<file path="src/temp_alert_defines.vh">
// constants for the alert and critical-temperature signalling block
`ifndef TEMP_ALERT_DEFINES_VH
`define TEMP_ALERT_DEFINES_VH
// register word offsets on the avalon bus
`define OFS_LOCAL_TEMP   4'h0
`define OFS_REM_TEMP_HI  4'h1
`define OFS_REM_TEMP_LO  4'h2
`define OFS_STATUS       4'h3
`define OFS_CONFIG       4'h4
`define OFS_MODE         4'h5
`define OFS_ENH_CONFIG   4'h6
`define OFS_LOCAL_HIGH   4'h7
`define OFS_REM_HIGH_HI  4'h8
`define OFS_REM_HIGH_LO  4'h9
`define OFS_REM_LOW_HI   4'hA
`define OFS_REM_LOW_LO   4'hB
`define OFS_CRIT_LIMIT   4'hC
`define OFS_CRIT_HYST    4'hD
// field positions
`define CFG_MASK_BIT     7
`define CFG_UNLOCK_BIT   1
`define MODE_CMP_BIT     0
`define MODE_ALCFG_BIT   1
`define ENH_USF_BIT      3
`define ST_BUSY_BIT      7
`define ST_LHIGH_BIT     4
`define ST_RHIGH_BIT     3
`define ST_RLOW_BIT      2
`define ST_CRIT_BIT      1
`define ST_DFAULT_BIT    0
// mask of status bits that may raise the alert
`define ST_ALERT_MASK    8'h1E
// reset values
`define RST_CRIT_LIMIT   8'h55
`define RST_CRIT_HYST    8'h0A
`define RST_LOCAL_HIGH   8'h46
`define RST_REM_HIGH     16'h5500
`define RST_REM_LOW      16'h0000
// smbus addresses, seven bits
`define SMB_OWN_ADDR     7'h4C
`define SMB_ARA_ADDR     7'h0C
`endif

</file>
<file path="src/sync2.v">
// two flip-flop synchroniser for pins from outside the clock domain
`timescale 1ns/1ns
module sync2 #(
	parameter WIDTH = 1
) (
	input  wire             clk,
	input  wire             rst,
	input  wire [WIDTH-1:0] din,
	output reg  [WIDTH-1:0] dout
);
	reg [WIDTH-1:0] meta_r;	// first stage, read only by second

	// two stages, idle-high reset as the bus lines rest high
	always @(posedge clk) begin
		if (rst) begin
			meta_r <= {WIDTH{1'b1}};
			dout   <= {WIDTH{1'b1}};
		end else begin
			meta_r <= din;
			dout   <= meta_r;
		end
	end
endmodule

</file>
<file path="src/temp_format.v">
// clamps raw readings into left-justified register formats
`timescale 1ns/1ns
module temp_format (
	input  wire [15:0] remote_meas,
	input  wire [11:0] local_meas,
	input  wire        unsigned_sel,
	output reg  [15:0] remote_word,
	output reg  [7:0]  local_byte
);
	reg [10:0] rem11;	// clamped eleven-bit value

	// saturate instead of wrapping, remote per selected format, local always signed
	always @* begin
		rem11 = 11'h000;
		if (unsigned_sel) begin
			if (remote_meas[15])
				rem11 = 11'h000;	// below zero pins to zero
			else if (remote_meas[14:11] != 4'h0)
				rem11 = 11'h7FF;	// above full scale
			else
				rem11 = remote_meas[10:0];
		end else begin
			if (!remote_meas[15] && remote_meas[14:10] != 5'h00)
				rem11 = 11'h3FF;	// positive overrange
			else if (remote_meas[15] && remote_meas[14:10] != 5'h1F)
				rem11 = 11'h400;	// negative overrange
			else
				rem11 = remote_meas[10:0];
		end
		remote_word = {rem11, 5'h00};
		if (!local_meas[11] && local_meas[10:7] != 4'h0)
			local_byte = 8'h7F;
		else if (local_meas[11] && local_meas[10:7] != 4'hF)
			local_byte = 8'h80;
		else
			local_byte = local_meas[7:0];
	end
endmodule

</file>
<file path="src/temp_alert_crit.v">
// alert and critical-temperature signalling with smbus target and avalon registers
//
// Contract
// - comparator mode releases alert when condition clears
// - comparator behaviour only with mode bit; resets clear
// - mode bit low gives latched interrupt behaviour
// - status read in interrupt mode sets mask, releases
// - status bits cleared by read, set again
// - alerting device sends address, host nacks, stops
// - address sent in ara sets mask, releases alert
// - alert response address is 0001100
// - answer ara only while alert config low
// - mask disables alert; mask, config reset low
// - critical output follows critical status flag
// - critical flag clears at limit minus hysteresis
// - critical limit locked until unlock bit set
// - unsigned select sets critical format and range
// - never drive smbus clock, no stretching
// - fixed target address 1001100
// - left-justified temperature word, unused bits zero
// - temperatures saturate at full scale
// - remote values eleven-bit, eighth-degree steps
// - compare every reading with limits, set status
// - unmasked status bits pull alert low
`timescale 1ns/1ns
`include "temp_alert_defines.vh"
module temp_alert_crit (
	input  wire        clk,
	input  wire        rst,
	// avalon-mm slave
	input  wire [3:0]  address,
	input  wire        read,
	input  wire        write,
	input  wire [31:0] writedata,
	output reg  [31:0] readdata,
	output wire        waitrequest,
	// measurement side, same clock domain
	input  wire        conv_done,
	input  wire [15:0] remote_meas,
	input  wire [11:0] local_meas,
	input  wire        conv_busy,
	input  wire        diode_fault,
	// smbus pins
	input  wire        smb_clk,
	input  wire        smb_dat_in,
	output wire        smb_dat_out,
	output wire        smb_dat_oe,
	// open-drain outputs
	output wire        alert_out,
	output wire        alert_oe,
	output wire        critical_temp_out,
	output wire        critical_temp_oe
);
	////////////////////////////////////////////////////////////////////////////////
	// smbus state codes
	localparam S_IDLE = 3'd0;
	localparam S_ADDR = 3'd1;
	localparam S_ACK  = 3'd2;
	localparam S_TX   = 3'd3;
	localparam S_RACK = 3'd4;
	localparam S_RX   = 3'd5;
	localparam S_NEXT = 3'd6;

	// registers reachable by software, except live_r and critical_status_flag_r
	reg        alert_mask_r;	// disables alert output
	reg        critical_limit_unlock_r;	// lets critical limit be written
	reg        comparator_mode_r;	// comparator versus interrupt
	reg        alert_config_r;	// high blocks ara answers
	reg        unsigned_format_select_r;	// unsigned temperature format
	reg [7:0]  local_high_limit_r;	// local high limit
	reg [15:0] remote_high_r;	// remote high limit, left justified
	reg [15:0] remote_low_r;	// remote low limit, left justified
	reg [7:0]  critical_limit_r;	// critical limit, whole degrees
	reg [7:0]  critical_hysteresis_r;	// critical hysteresis
	reg [15:0] remote_temp_value_r;	// last remote reading
	reg [7:0]  local_temp_value_r;	// last local reading
	reg [7:0]  status_r;	// sticky alert status
	reg [7:0]  live_r;	// limit conditions of last reading
	reg        critical_status_flag_r;	// hysteretic critical flag

	// bus handshake
	reg        ack_r;	// second cycle of a request
	wire       rd_fire;	// read completes this edge
	wire       wr_fire;	// write completes this edge

	// formatted readings
	wire [15:0] remote_word;
	wire [7:0]  local_byte;

	// smbus engine
	wire [1:0] pins_s;	// synchronised clock and data
	reg        scl_d_r;	// previous synchronised clock
	reg        sda_d_r;	// previous synchronised data
	reg  [2:0] smb_state_r;
	reg  [3:0] bit_cnt_r;
	reg  [7:0] shreg_r;
	reg        sda_oe_r;	// drive data low
	reg        rd_mode_r;	// read transfer
	reg        ara_mode_r;	// transfer is an alert response
	reg        ara_done_r;	// pulse: own address sent in ara

	wire scl = pins_s[1];
	wire sda = pins_s[0];
	wire scl_rise = scl & ~scl_d_r;
	wire scl_fall = ~scl & scl_d_r;
	wire start_c = scl & scl_d_r & sda_d_r & ~sda;
	wire stop_c = scl & scl_d_r & ~sda_d_r & sda;

	// alert decisions
	wire       alert_active;
	wire [7:0] pending = status_r & `ST_ALERT_MASK;

	////////////////////////////////////////////////////////////////////////////////
	// signed value helpers

	// extend a left-justified word to thirteen signed eighths
	function [12:0] ext13;
		input [15:0] w;
		input        unsigned_format_select;
		begin
			ext13 = unsigned_format_select ? {2'b00, w[15:5]} : {{2{w[15]}}, w[15:5]};
		end
	endfunction

	// extend a one-byte degree value to eleven signed bits
	function [10:0] ext_deg;
		input [7:0] b;
		input       unsigned_format_select;
		begin
			ext_deg = unsigned_format_select ? {3'b000, b} : {{3{b[7]}}, b};
		end
	endfunction

	wire [12:0] rt13 = ext13(remote_word, unsigned_format_select_r);
	wire [12:0] rh13 = ext13(remote_high_r, unsigned_format_select_r);
	wire [12:0] rl13 = ext13(remote_low_r, unsigned_format_select_r);
	// whole degrees, floor of the eighths value
	wire [10:0] rt_deg = {rt13[12], rt13[12:3]};
	wire [10:0] crit_deg = ext_deg(critical_limit_r, unsigned_format_select_r);
	wire [10:0] crit_clr = crit_deg - {3'b000, critical_hysteresis_r};
	wire        over_crit = $signed(rt_deg) > $signed(crit_deg);
	wire        below_clr = $signed(rt_deg) <= $signed(crit_clr);

	////////////////////////////////////////////////////////////////////////////////
	// submodules

	// clamping and left justification of readings
	temp_format u_format (
		.remote_meas  (remote_meas),
		.local_meas   (local_meas),
		.unsigned_sel (unsigned_format_select_r),
		.remote_word  (remote_word),
		.local_byte   (local_byte)
	);

	// smbus pins come from another domain
	sync2 #(.WIDTH(2)) u_sync (
		.clk  (clk),
		.rst  (rst),
		.din  ({smb_clk, smb_dat_in}),
		.dout (pins_s)
	);

	////////////////////////////////////////////////////////////////////////////////
	// avalon slave: one wait cycle per request

	assign waitrequest = (read | write) & ~ack_r;
	assign rd_fire = read & ack_r;
	assign wr_fire = write & ack_r;

	// wait-cycle generator and read data capture
	always @(posedge clk) begin
		if (rst) begin
			ack_r    <= 1'b0;
			readdata <= 32'h00000000;
		end else begin
			ack_r <= (read | write) & ~ack_r;
			if (read & ~ack_r) begin
				case (address)
				`OFS_LOCAL_TEMP:  readdata <= {24'h000000, local_temp_value_r};
				`OFS_REM_TEMP_HI: readdata <= {24'h000000, remote_temp_value_r[15:8]};
				`OFS_REM_TEMP_LO: readdata <= {24'h000000, remote_temp_value_r[7:0]};
				`OFS_STATUS:      readdata <= {24'h000000, status_r};
				`OFS_CONFIG:      readdata <= {24'h000000, alert_mask_r, 5'h00,
					critical_limit_unlock_r, 1'b0};
				`OFS_MODE:        readdata <= {30'h00000000, alert_config_r,
					comparator_mode_r};
				`OFS_ENH_CONFIG:  readdata <= {28'h0000000, unsigned_format_select_r,
					3'h0};
				`OFS_LOCAL_HIGH:  readdata <= {24'h000000, local_high_limit_r};
				`OFS_REM_HIGH_HI: readdata <= {24'h000000, remote_high_r[15:8]};
				`OFS_REM_HIGH_LO: readdata <= {24'h000000, remote_high_r[7:0]};
				`OFS_REM_LOW_HI:  readdata <= {24'h000000, remote_low_r[15:8]};
				`OFS_REM_LOW_LO:  readdata <= {24'h000000, remote_low_r[7:0]};
				`OFS_CRIT_LIMIT:  readdata <= {24'h000000, critical_limit_r};
				`OFS_CRIT_HYST:   readdata <= {24'h000000, critical_hysteresis_r};
				default:          readdata <= 32'h00000000;	// unmapped reads zero
				endcase
			end
		end
	end

	// software-written configuration and limits
	always @(posedge clk) begin
		if (rst) begin
			critical_limit_unlock_r  <= 1'b0;
			comparator_mode_r        <= 1'b0;
			alert_config_r           <= 1'b0;
			unsigned_format_select_r <= 1'b0;
			local_high_limit_r       <= `RST_LOCAL_HIGH;
			remote_high_r            <= `RST_REM_HIGH;
			remote_low_r             <= `RST_REM_LOW;
			critical_limit_r         <= `RST_CRIT_LIMIT;
			critical_hysteresis_r    <= `RST_CRIT_HYST;
		end else if (wr_fire) begin
			case (address)
			`OFS_CONFIG:      critical_limit_unlock_r <= writedata[`CFG_UNLOCK_BIT];
			`OFS_MODE: begin
				comparator_mode_r <= writedata[`MODE_CMP_BIT];
				alert_config_r    <= writedata[`MODE_ALCFG_BIT];
			end
			`OFS_ENH_CONFIG:  unsigned_format_select_r <= writedata[`ENH_USF_BIT];
			`OFS_LOCAL_HIGH:  local_high_limit_r <= writedata[7:0];
			`OFS_REM_HIGH_HI: remote_high_r[15:8] <= writedata[7:0];
			`OFS_REM_HIGH_LO: remote_high_r[7:5] <= writedata[7:5];
			`OFS_REM_LOW_HI:  remote_low_r[15:8] <= writedata[7:0];
			`OFS_REM_LOW_LO:  remote_low_r[7:5] <= writedata[7:5];
			`OFS_CRIT_LIMIT: begin
				if (critical_limit_unlock_r)
					critical_limit_r <= writedata[7:0];
			end
			`OFS_CRIT_HYST:   critical_hysteresis_r <= writedata[7:0];
			default: begin
			end
			endcase
		end
	end

	// alert mask: software writes, hardware sets, set wins
	always @(posedge clk) begin
		if (rst) begin
			alert_mask_r <= 1'b0;
		end else begin
			if (wr_fire && address == `OFS_CONFIG)
				alert_mask_r <= writedata[`CFG_MASK_BIT];
			if (rd_fire && address == `OFS_STATUS && !comparator_mode_r
				&& pending != 8'h00)
				alert_mask_r <= 1'b1;
			if (ara_done_r)
				alert_mask_r <= 1'b1;
		end
	end

	////////////////////////////////////////////////////////////////////////////////
	// readings, limit comparison and status

	// capture readings and compare at each conversion end
	always @(posedge clk) begin
		if (rst) begin
			remote_temp_value_r    <= 16'h0000;
			local_temp_value_r     <= 8'h00;
			live_r                 <= 8'h00;
			critical_status_flag_r <= 1'b0;
		end else if (conv_done) begin
			remote_temp_value_r <= remote_word;
			local_temp_value_r  <= local_byte;
			live_r <= 8'h00;
			live_r[`ST_LHIGH_BIT] <= $signed(local_byte) > $signed(local_high_limit_r);
			live_r[`ST_RHIGH_BIT] <= $signed(rt13) > $signed(rh13);
			live_r[`ST_RLOW_BIT]  <= $signed(rt13) < $signed(rl13);
			live_r[`ST_CRIT_BIT]  <= over_crit;
			if (over_crit)
				critical_status_flag_r <= 1'b1;
			else if (below_clr)
				critical_status_flag_r <= 1'b0;
		end
	end

	// sticky status: read clears, a new violation sets and wins
	always @(posedge clk) begin
		if (rst) begin
			status_r <= 8'h00;
		end else begin
			if (rd_fire && address == `OFS_STATUS)
				status_r <= status_r & ~readdata[7:0];	// only bits reported are cleared
			if (conv_done) begin
				if ($signed(local_byte) > $signed(local_high_limit_r))
					status_r[`ST_LHIGH_BIT] <= 1'b1;
				if ($signed(rt13) > $signed(rh13))
					status_r[`ST_RHIGH_BIT] <= 1'b1;
				if ($signed(rt13) < $signed(rl13))
					status_r[`ST_RLOW_BIT] <= 1'b1;
				if (over_crit)
					status_r[`ST_CRIT_BIT] <= 1'b1;
				if (diode_fault)
					status_r[`ST_DFAULT_BIT] <= 1'b1;
			end
			status_r[`ST_BUSY_BIT] <= conv_busy;	// live, never sticky
		end
	end

	////////////////////////////////////////////////////////////////////////////////
	// alert and critical outputs

	// comparator follows live conditions, interrupt follows sticky status
	assign alert_active = ~alert_mask_r &
		(comparator_mode_r ? ((live_r & `ST_ALERT_MASK) != 8'h00)
			: (pending != 8'h00));
	assign alert_out = 1'b0;
	assign alert_oe = alert_active;
	assign critical_temp_out = 1'b0;
	assign critical_temp_oe = critical_status_flag_r;

	////////////////////////////////////////////////////////////////////////////////
	// smbus target: never drives the clock, never stretches

	assign smb_dat_out = 1'b0;
	assign smb_dat_oe = sda_oe_r;

	// bit engine, data changes only while the clock is low
	always @(posedge clk) begin
		if (rst) begin
			scl_d_r     <= 1'b1;
			sda_d_r     <= 1'b1;
			smb_state_r <= S_IDLE;
			bit_cnt_r   <= 4'h0;
			shreg_r     <= 8'h00;
			sda_oe_r    <= 1'b0;
			rd_mode_r   <= 1'b0;
			ara_mode_r  <= 1'b0;
			ara_done_r  <= 1'b0;
		end else begin
			scl_d_r    <= scl;
			sda_d_r    <= sda;
			ara_done_r <= 1'b0;
			if (start_c) begin
				smb_state_r <= S_ADDR;	// start or repeated start
				bit_cnt_r   <= 4'h0;
				sda_oe_r    <= 1'b0;
			end else if (stop_c) begin
				smb_state_r <= S_IDLE;
				sda_oe_r    <= 1'b0;
			end else begin
				case (smb_state_r)
				S_IDLE: begin
				end
				S_ADDR, S_RX: begin
					if (scl_rise) begin
						shreg_r   <= {shreg_r[6:0], sda};
						bit_cnt_r <= bit_cnt_r + 4'h1;
					end else if (scl_fall && bit_cnt_r == 4'h8) begin
						if (smb_state_r == S_RX) begin
							smb_state_r <= S_ACK;	// accept and discard data
							sda_oe_r    <= 1'b1;
						end else if (shreg_r[7:1] == `SMB_OWN_ADDR) begin
							smb_state_r <= S_ACK;
							sda_oe_r    <= 1'b1;
							rd_mode_r   <= shreg_r[0];
							ara_mode_r  <= 1'b0;
						end else if (shreg_r == {`SMB_ARA_ADDR, 1'b1} && alert_active
							&& !alert_config_r) begin
							smb_state_r <= S_ACK;
							sda_oe_r    <= 1'b1;
							rd_mode_r   <= 1'b1;
							ara_mode_r  <= 1'b1;
						end else begin
							smb_state_r <= S_IDLE;	// not for us
						end
					end
				end
				S_ACK: begin
					if (scl_fall) begin
						bit_cnt_r <= 4'h0;
						if (rd_mode_r) begin
							shreg_r     <= ara_mode_r ? {`SMB_OWN_ADDR, 1'b0} : 8'h00;
							sda_oe_r    <= ara_mode_r ? ((`SMB_OWN_ADDR & 7'h40) == 7'h00) : 1'b1;
							smb_state_r <= S_TX;
						end else begin
							sda_oe_r    <= 1'b0;
							smb_state_r <= S_RX;
						end
					end
				end
				S_TX: begin
					if (scl_rise && !sda_oe_r && !sda) begin
						smb_state_r <= S_IDLE;	// lost arbitration to a lower address
					end else if (scl_fall) begin
						shreg_r   <= {shreg_r[6:0], 1'b0};
						bit_cnt_r <= bit_cnt_r + 4'h1;
						if (bit_cnt_r == 4'h7) begin
							sda_oe_r    <= 1'b0;
							smb_state_r <= S_RACK;
						end else begin
							sda_oe_r <= ~shreg_r[6];
						end
					end
				end
				S_RACK: begin
					if (scl_rise) begin
						if (sda) begin
							ara_done_r  <= ara_mode_r;
							smb_state_r <= S_IDLE;	// nack ends the read
						end else begin
							smb_state_r <= S_NEXT;
						end
					end
				end
				S_NEXT: begin
					if (scl_fall) begin
						shreg_r     <= ara_mode_r ? {`SMB_OWN_ADDR, 1'b0} : 8'h00;
						sda_oe_r    <= ara_mode_r ? ((`SMB_OWN_ADDR & 7'h40) == 7'h00) : 1'b1;
						bit_cnt_r   <= 4'h0;
						smb_state_r <= S_TX;
					end
				end
				default: begin
					smb_state_r <= S_IDLE;
					sda_oe_r    <= 1'b0;
				end
				endcase
			end
		end
	end
endmodule

</file>
<file path="config.mk">
export PLATFORM = sky130hd
export DESIGN_NAME = temp_alert_crit
export DESIGN_NICKNAME = d
export VERILOG_FILES = /design/src/sync2.v /design/src/temp_format.v /design/src/temp_alert_crit.v
export VERILOG_INCLUDE_DIRS = /design/src
export SDC_FILE = /design/constraint.sdc
export NUM_CORES = 1
export LEC_CHECK = 0
export BUFFER_PORTS_ARGS = -buffer_cell sky130_fd_sc_hd__buf_4
export CAP_MARGIN = 20
export CELL_PAD_IN_SITES_DETAIL_PLACEMENT = 1
export CELL_PAD_IN_SITES_GLOBAL_PLACEMENT = 2
export CORE_MARGIN = 1
export CORE_UTILIZATION = 38
export CTS_CLUSTER_DIAMETER = 80
export DETAILED_ROUTE_END_ITERATION = 10
export PLACE_DENSITY = 0.91
export SYNTH_ARGS = -nofsm -noshare
export SYNTH_HDL_FRONTEND = slang
export SYNTH_HIERARCHICAL = 1
export SYNTH_SLANG_ARGS = --single-unit
</file>
<file path="constraint.sdc">
create_clock -name clk -period 4.45 [get_ports clk]
set_clock_uncertainty 0.15 [all_clocks]
set_input_delay 0.2225 -clock clk [delete_from_list [all_inputs] [get_ports clk]]
set_output_delay 0.2225 -clock clk [all_outputs]
set_load 0.05 [all_outputs]
</file>
==> results.py <==
metrics = {
    "synthesis": {
        "ys_top_cells_by_area": "dfxtp_1 31%, ha_1 9.4%, mux2i_1 8.0%, nor2_1 4.8%, buf_4 3.5%",
        "ys_async_sr_fraction_pct": 0,
        "syn_inst": 942,
        "synth.ff_latch_count": 122,
        "ys.flop_type": "dfxtp_1",
        "synth.most_common_cell": "dfxtp_1",
        "synth_cell_type_count": 96,
        "post-synth-top-area-cell": "dfxtp_1",
        "yosysSeqAreaShare_pct": 30.57,
        "syn_area_per_cell_um2": 8.481,
        "synth.top_cell.area_share_pct": 30.57,
        "synth_common_cells": "122 x dfxtp_1, 102 x nor2_1, 73 x nand2_1",
        "synth-edff-count": 0,
        "syn_area_um2": 7989,
        "yosysWarnings": 6,
    },
    "cells_and_area": {
        "regMostFlops": "remote_temp_value_r",
        "reg_top3": "remote_temp_value_r (16), remote_high_r (11), remote_low_r (11)",
        "nets": 1130,
        "final_area_um2": 9205,
        "drive_gt1_share_pct": 14.17,
        "largest_reg_flops": 16,
        "antenna_cells": 0,
        "area_delta_synth_final_pct": 15.22,
        "fillers": 2476,
    },
    "placement": {
        "place_ws_ns": 1.044,
        "dp_hpwl_um": 19040,
        "postPlaceCellArea_um2": 8483,
        "io_buffers": 60,
        "gp_congestion": 0.9215,
    },
    "pwr": {
        "powerDensity_nw_per_um2": 325.5,
        "seqPwrFrac_pct": 38.8,
        "power.leakage_nw": 3.696,
        "clkPwrFrac_pct": 46.0,
        "switching_share_pct": 28.78,
        "p_switching_uw": 862.2,
        "vdd_drop_max_uv": 269.9,
        "p_comb_share_pct": 15.1,
        "power.internal_mw": 2.134,
    },
    "clock_network": {
        "cts_buffers": 17,
        "cts.sink_count": 122,
        "clk_pin_slew_ns": 0.06,
        "h-tree-depth": 4,
        "clock_path_buffers": 2,
        "insertion_delay_ns": 0.42,
        "cts_root_buf": "clkbuf_16",
        "ctsResizeCount": 0,
        "cts_tree": "done",
    },
    "critical_path": {
        "critPathKind": "register to register",
        "cp_cell_sequence": "inv_1 > ha_1 > nor2b_1 > o21ai_0 > a21oi_1 > o41ai_1 > xnor2_1 > ha_1 > and4_1 > nand3_1 > o211a_1 > or3b_2 > nand3_1",
        "startpoint": "critical_hysteresis_r[1]$_SDFFE_PP1P_",
        "critPathSlowestCell": "o41ai_1",
        "cp.buffers_inverters": 1,
        "max_stage_delay_ns": 0.49,
        "cp-end-kind": "register",
        "arrival_ns": 3.67,
        "r2r-start": "critical_hysteresis_r[1]$_SDFFE_PP1P_",
        "crit_fanout": 3,
        "start_kind": "register",
        "critPathRequiredTime_ns": 4.67,
        "crit_family": "compound AO/OA/AOI/OAI gates",
    },
    "grt": {
        "track_usage_pct": 24.42,
        "grt_pass1_wl_um": 40120,
        "grt_overflow": 0,
        "grt_pass1_vias": 7189,
        "grt_max_degree": 61,
        "antenna_found_initial": 0,
    },
    "timing": {
        "slew_headroom_pct": 31.79,
        "tns_ns": 0,
        "fin_crit_sh_pct": 77.68,
        "max_freq_mhz": 289.3,
        "hold_violations": 0,
        "rsz0062_at_grt": "false",
        "report.final.setup_viol": 0,
        "fin_crit_ns": 3.457,
        "worst_slew_pin_slew_ns": 1.018,
        "layout_setup_ws_ns": 0.9933,
        "drv_slew": 0,
    },
    "outcome": {
        "status": "finished, final reports clean",
    },
    "floorplan": {
        "die_x_um": 147.0,
        "dieArea_um2": 21610,
        "core_um2": 20430,
        "start_util_pct": 39.10,
        "core.rowCount": 52,
        "die_y_um": 147.0,
        "ios": 112,
    },
    "detailed_routing": {
        "dr_total_vias": 7198,
        "remaining_drc_errors": 0,
        "drtIter0Drc": 361,
        "viasPerCell": 5.628,
        "wire_per_inst_um": 20.07,
        "ant_nets": 0,
        "drt_wl_total_um": 25670,
        "dr.pass1.iters": 7,
    },
    "hold_path": {
        "holdCritStartpoint": "writedata[7]",
        "hold_path.class": "input port to register",
    },
    "run": {
        "cap_violations": 0,
    },
}
-- power by group through the flow --
stage / registers (mW) / logic [mW] / clock network, mW
2_1_floorplan: 1.18 / 0.316 / 0
5_1_grt: 1.17 / 0.491 / 1.45
3_5_place_dp: 1.19 / 0.439 / 0
4_1_cts: 1.16 / 0.452 / 1.40
6_report: 1.16 / 0.454 / 1.38
3_3_place_gp: 1.19 / 0.431 / 0
-- worst reg2reg max path, cell delays in order, from the launching register on --
cell	delay, ns
dfxtp_1	0.38
inv_1	0.08
ha_1	0.29
nor2b_1	0.13
o21ai_0	0.25
a21oi_1	0.15
o41ai_1	0.49
xnor2_1	0.21
ha_1	0.28
and4_1	0.20
nand3_1	0.09
o211a_1	0.17
or3b_2	0.44
nand3_1	0.09
-- layout by cell type, fill, tap and decap left out, drive strengths merged, types with 12 or more instances in the layout --
master	count
a21oi	41
nor2	104
ha	60
dfxtp	122
clkbuf	21
o211ai	17
nand2	75
nor2b	17
dlygate4sd3	14
a21o	12
mux2i	64
nor3	23
o21ai	49
nand2b	14
conb	32
inv	56
nand3	32
buf	68
-- per-layer routing --
metal	vias up	GRT usage [%]	share of wire (%)	wire [um]
met5	-	0	0	0
met4	0	10.00	3.4	867
met3	50	4.783	4.8	1237
met2	185	40.09	47	12070
met1	3521	31.29	45	11490
li1	3442	-	-	-
-- logic make-up (layout without fill, tap and decap cells) --
family          Yosys count  in the layout  share of synthesized area, %
simple gates            332            332                         22.71
compound gates          215            215                         18.79
buf+inv                 133            170                         8.473
flops                   122            122                         30.57
mux                      68             68                         8.723
fa+ha+maj                61             61                         9.648
xor+xnor                  9              9                        0.9866
other cells               2             32                       0.09401
-- per-stage QoR --
step / total power, mW / hold WS, ns / cells / utilization [%]
final: 2.996 / 0.03126 / 1279 / 45.06
after global routing: 3.103 / 0.01638 / 1279 / 45.06
after CTS: 3.012 / 0.006069 / 1279 / 45.06
after detailed placement: 1.625 / 0.2440 / 1233 / 41.52
after global placement: 1.617 / 0.2361 / 1233 / 41.52
after floorplan: 1.499 / 0.1696 / 972 / -
-- area by class of cell --
cell class,instances,area [um2],share of cell area (%)
clock buffers,21,460.4,5.002
clock inverters,11,121.4,1.318
inverters,56,210.2,2.284
multi-input cells,717,4982,54.13
flip-flops and latches,122,2442,26.53
well taps,270,337.8,3.670
repair buffers,82,650.6,7.068
-- worst paths after layout --
check	cells past startpoint	slack, ns	end
setup / recovery	13	0.99	critical_temp_oe$_SDFFE_PP0P_
hold reg to reg	1	0.25	u_sync/dout[0]$_SDFF_PP1_
setup reg to reg	13	0.99	critical_temp_oe$_SDFFE_PP0P_
hold / removal	3	0.03	remote_high_r[7]$_SDFFE_PP0P_
-- repair_timing --
item | 4_1_cts | 5_1_grt
hold buffers | 14 | 0
setup buffers | 0 | 0
endpoints found under the hold margin | 29 | 0
No activity file was read; power rests on OpenSTA's default activity.
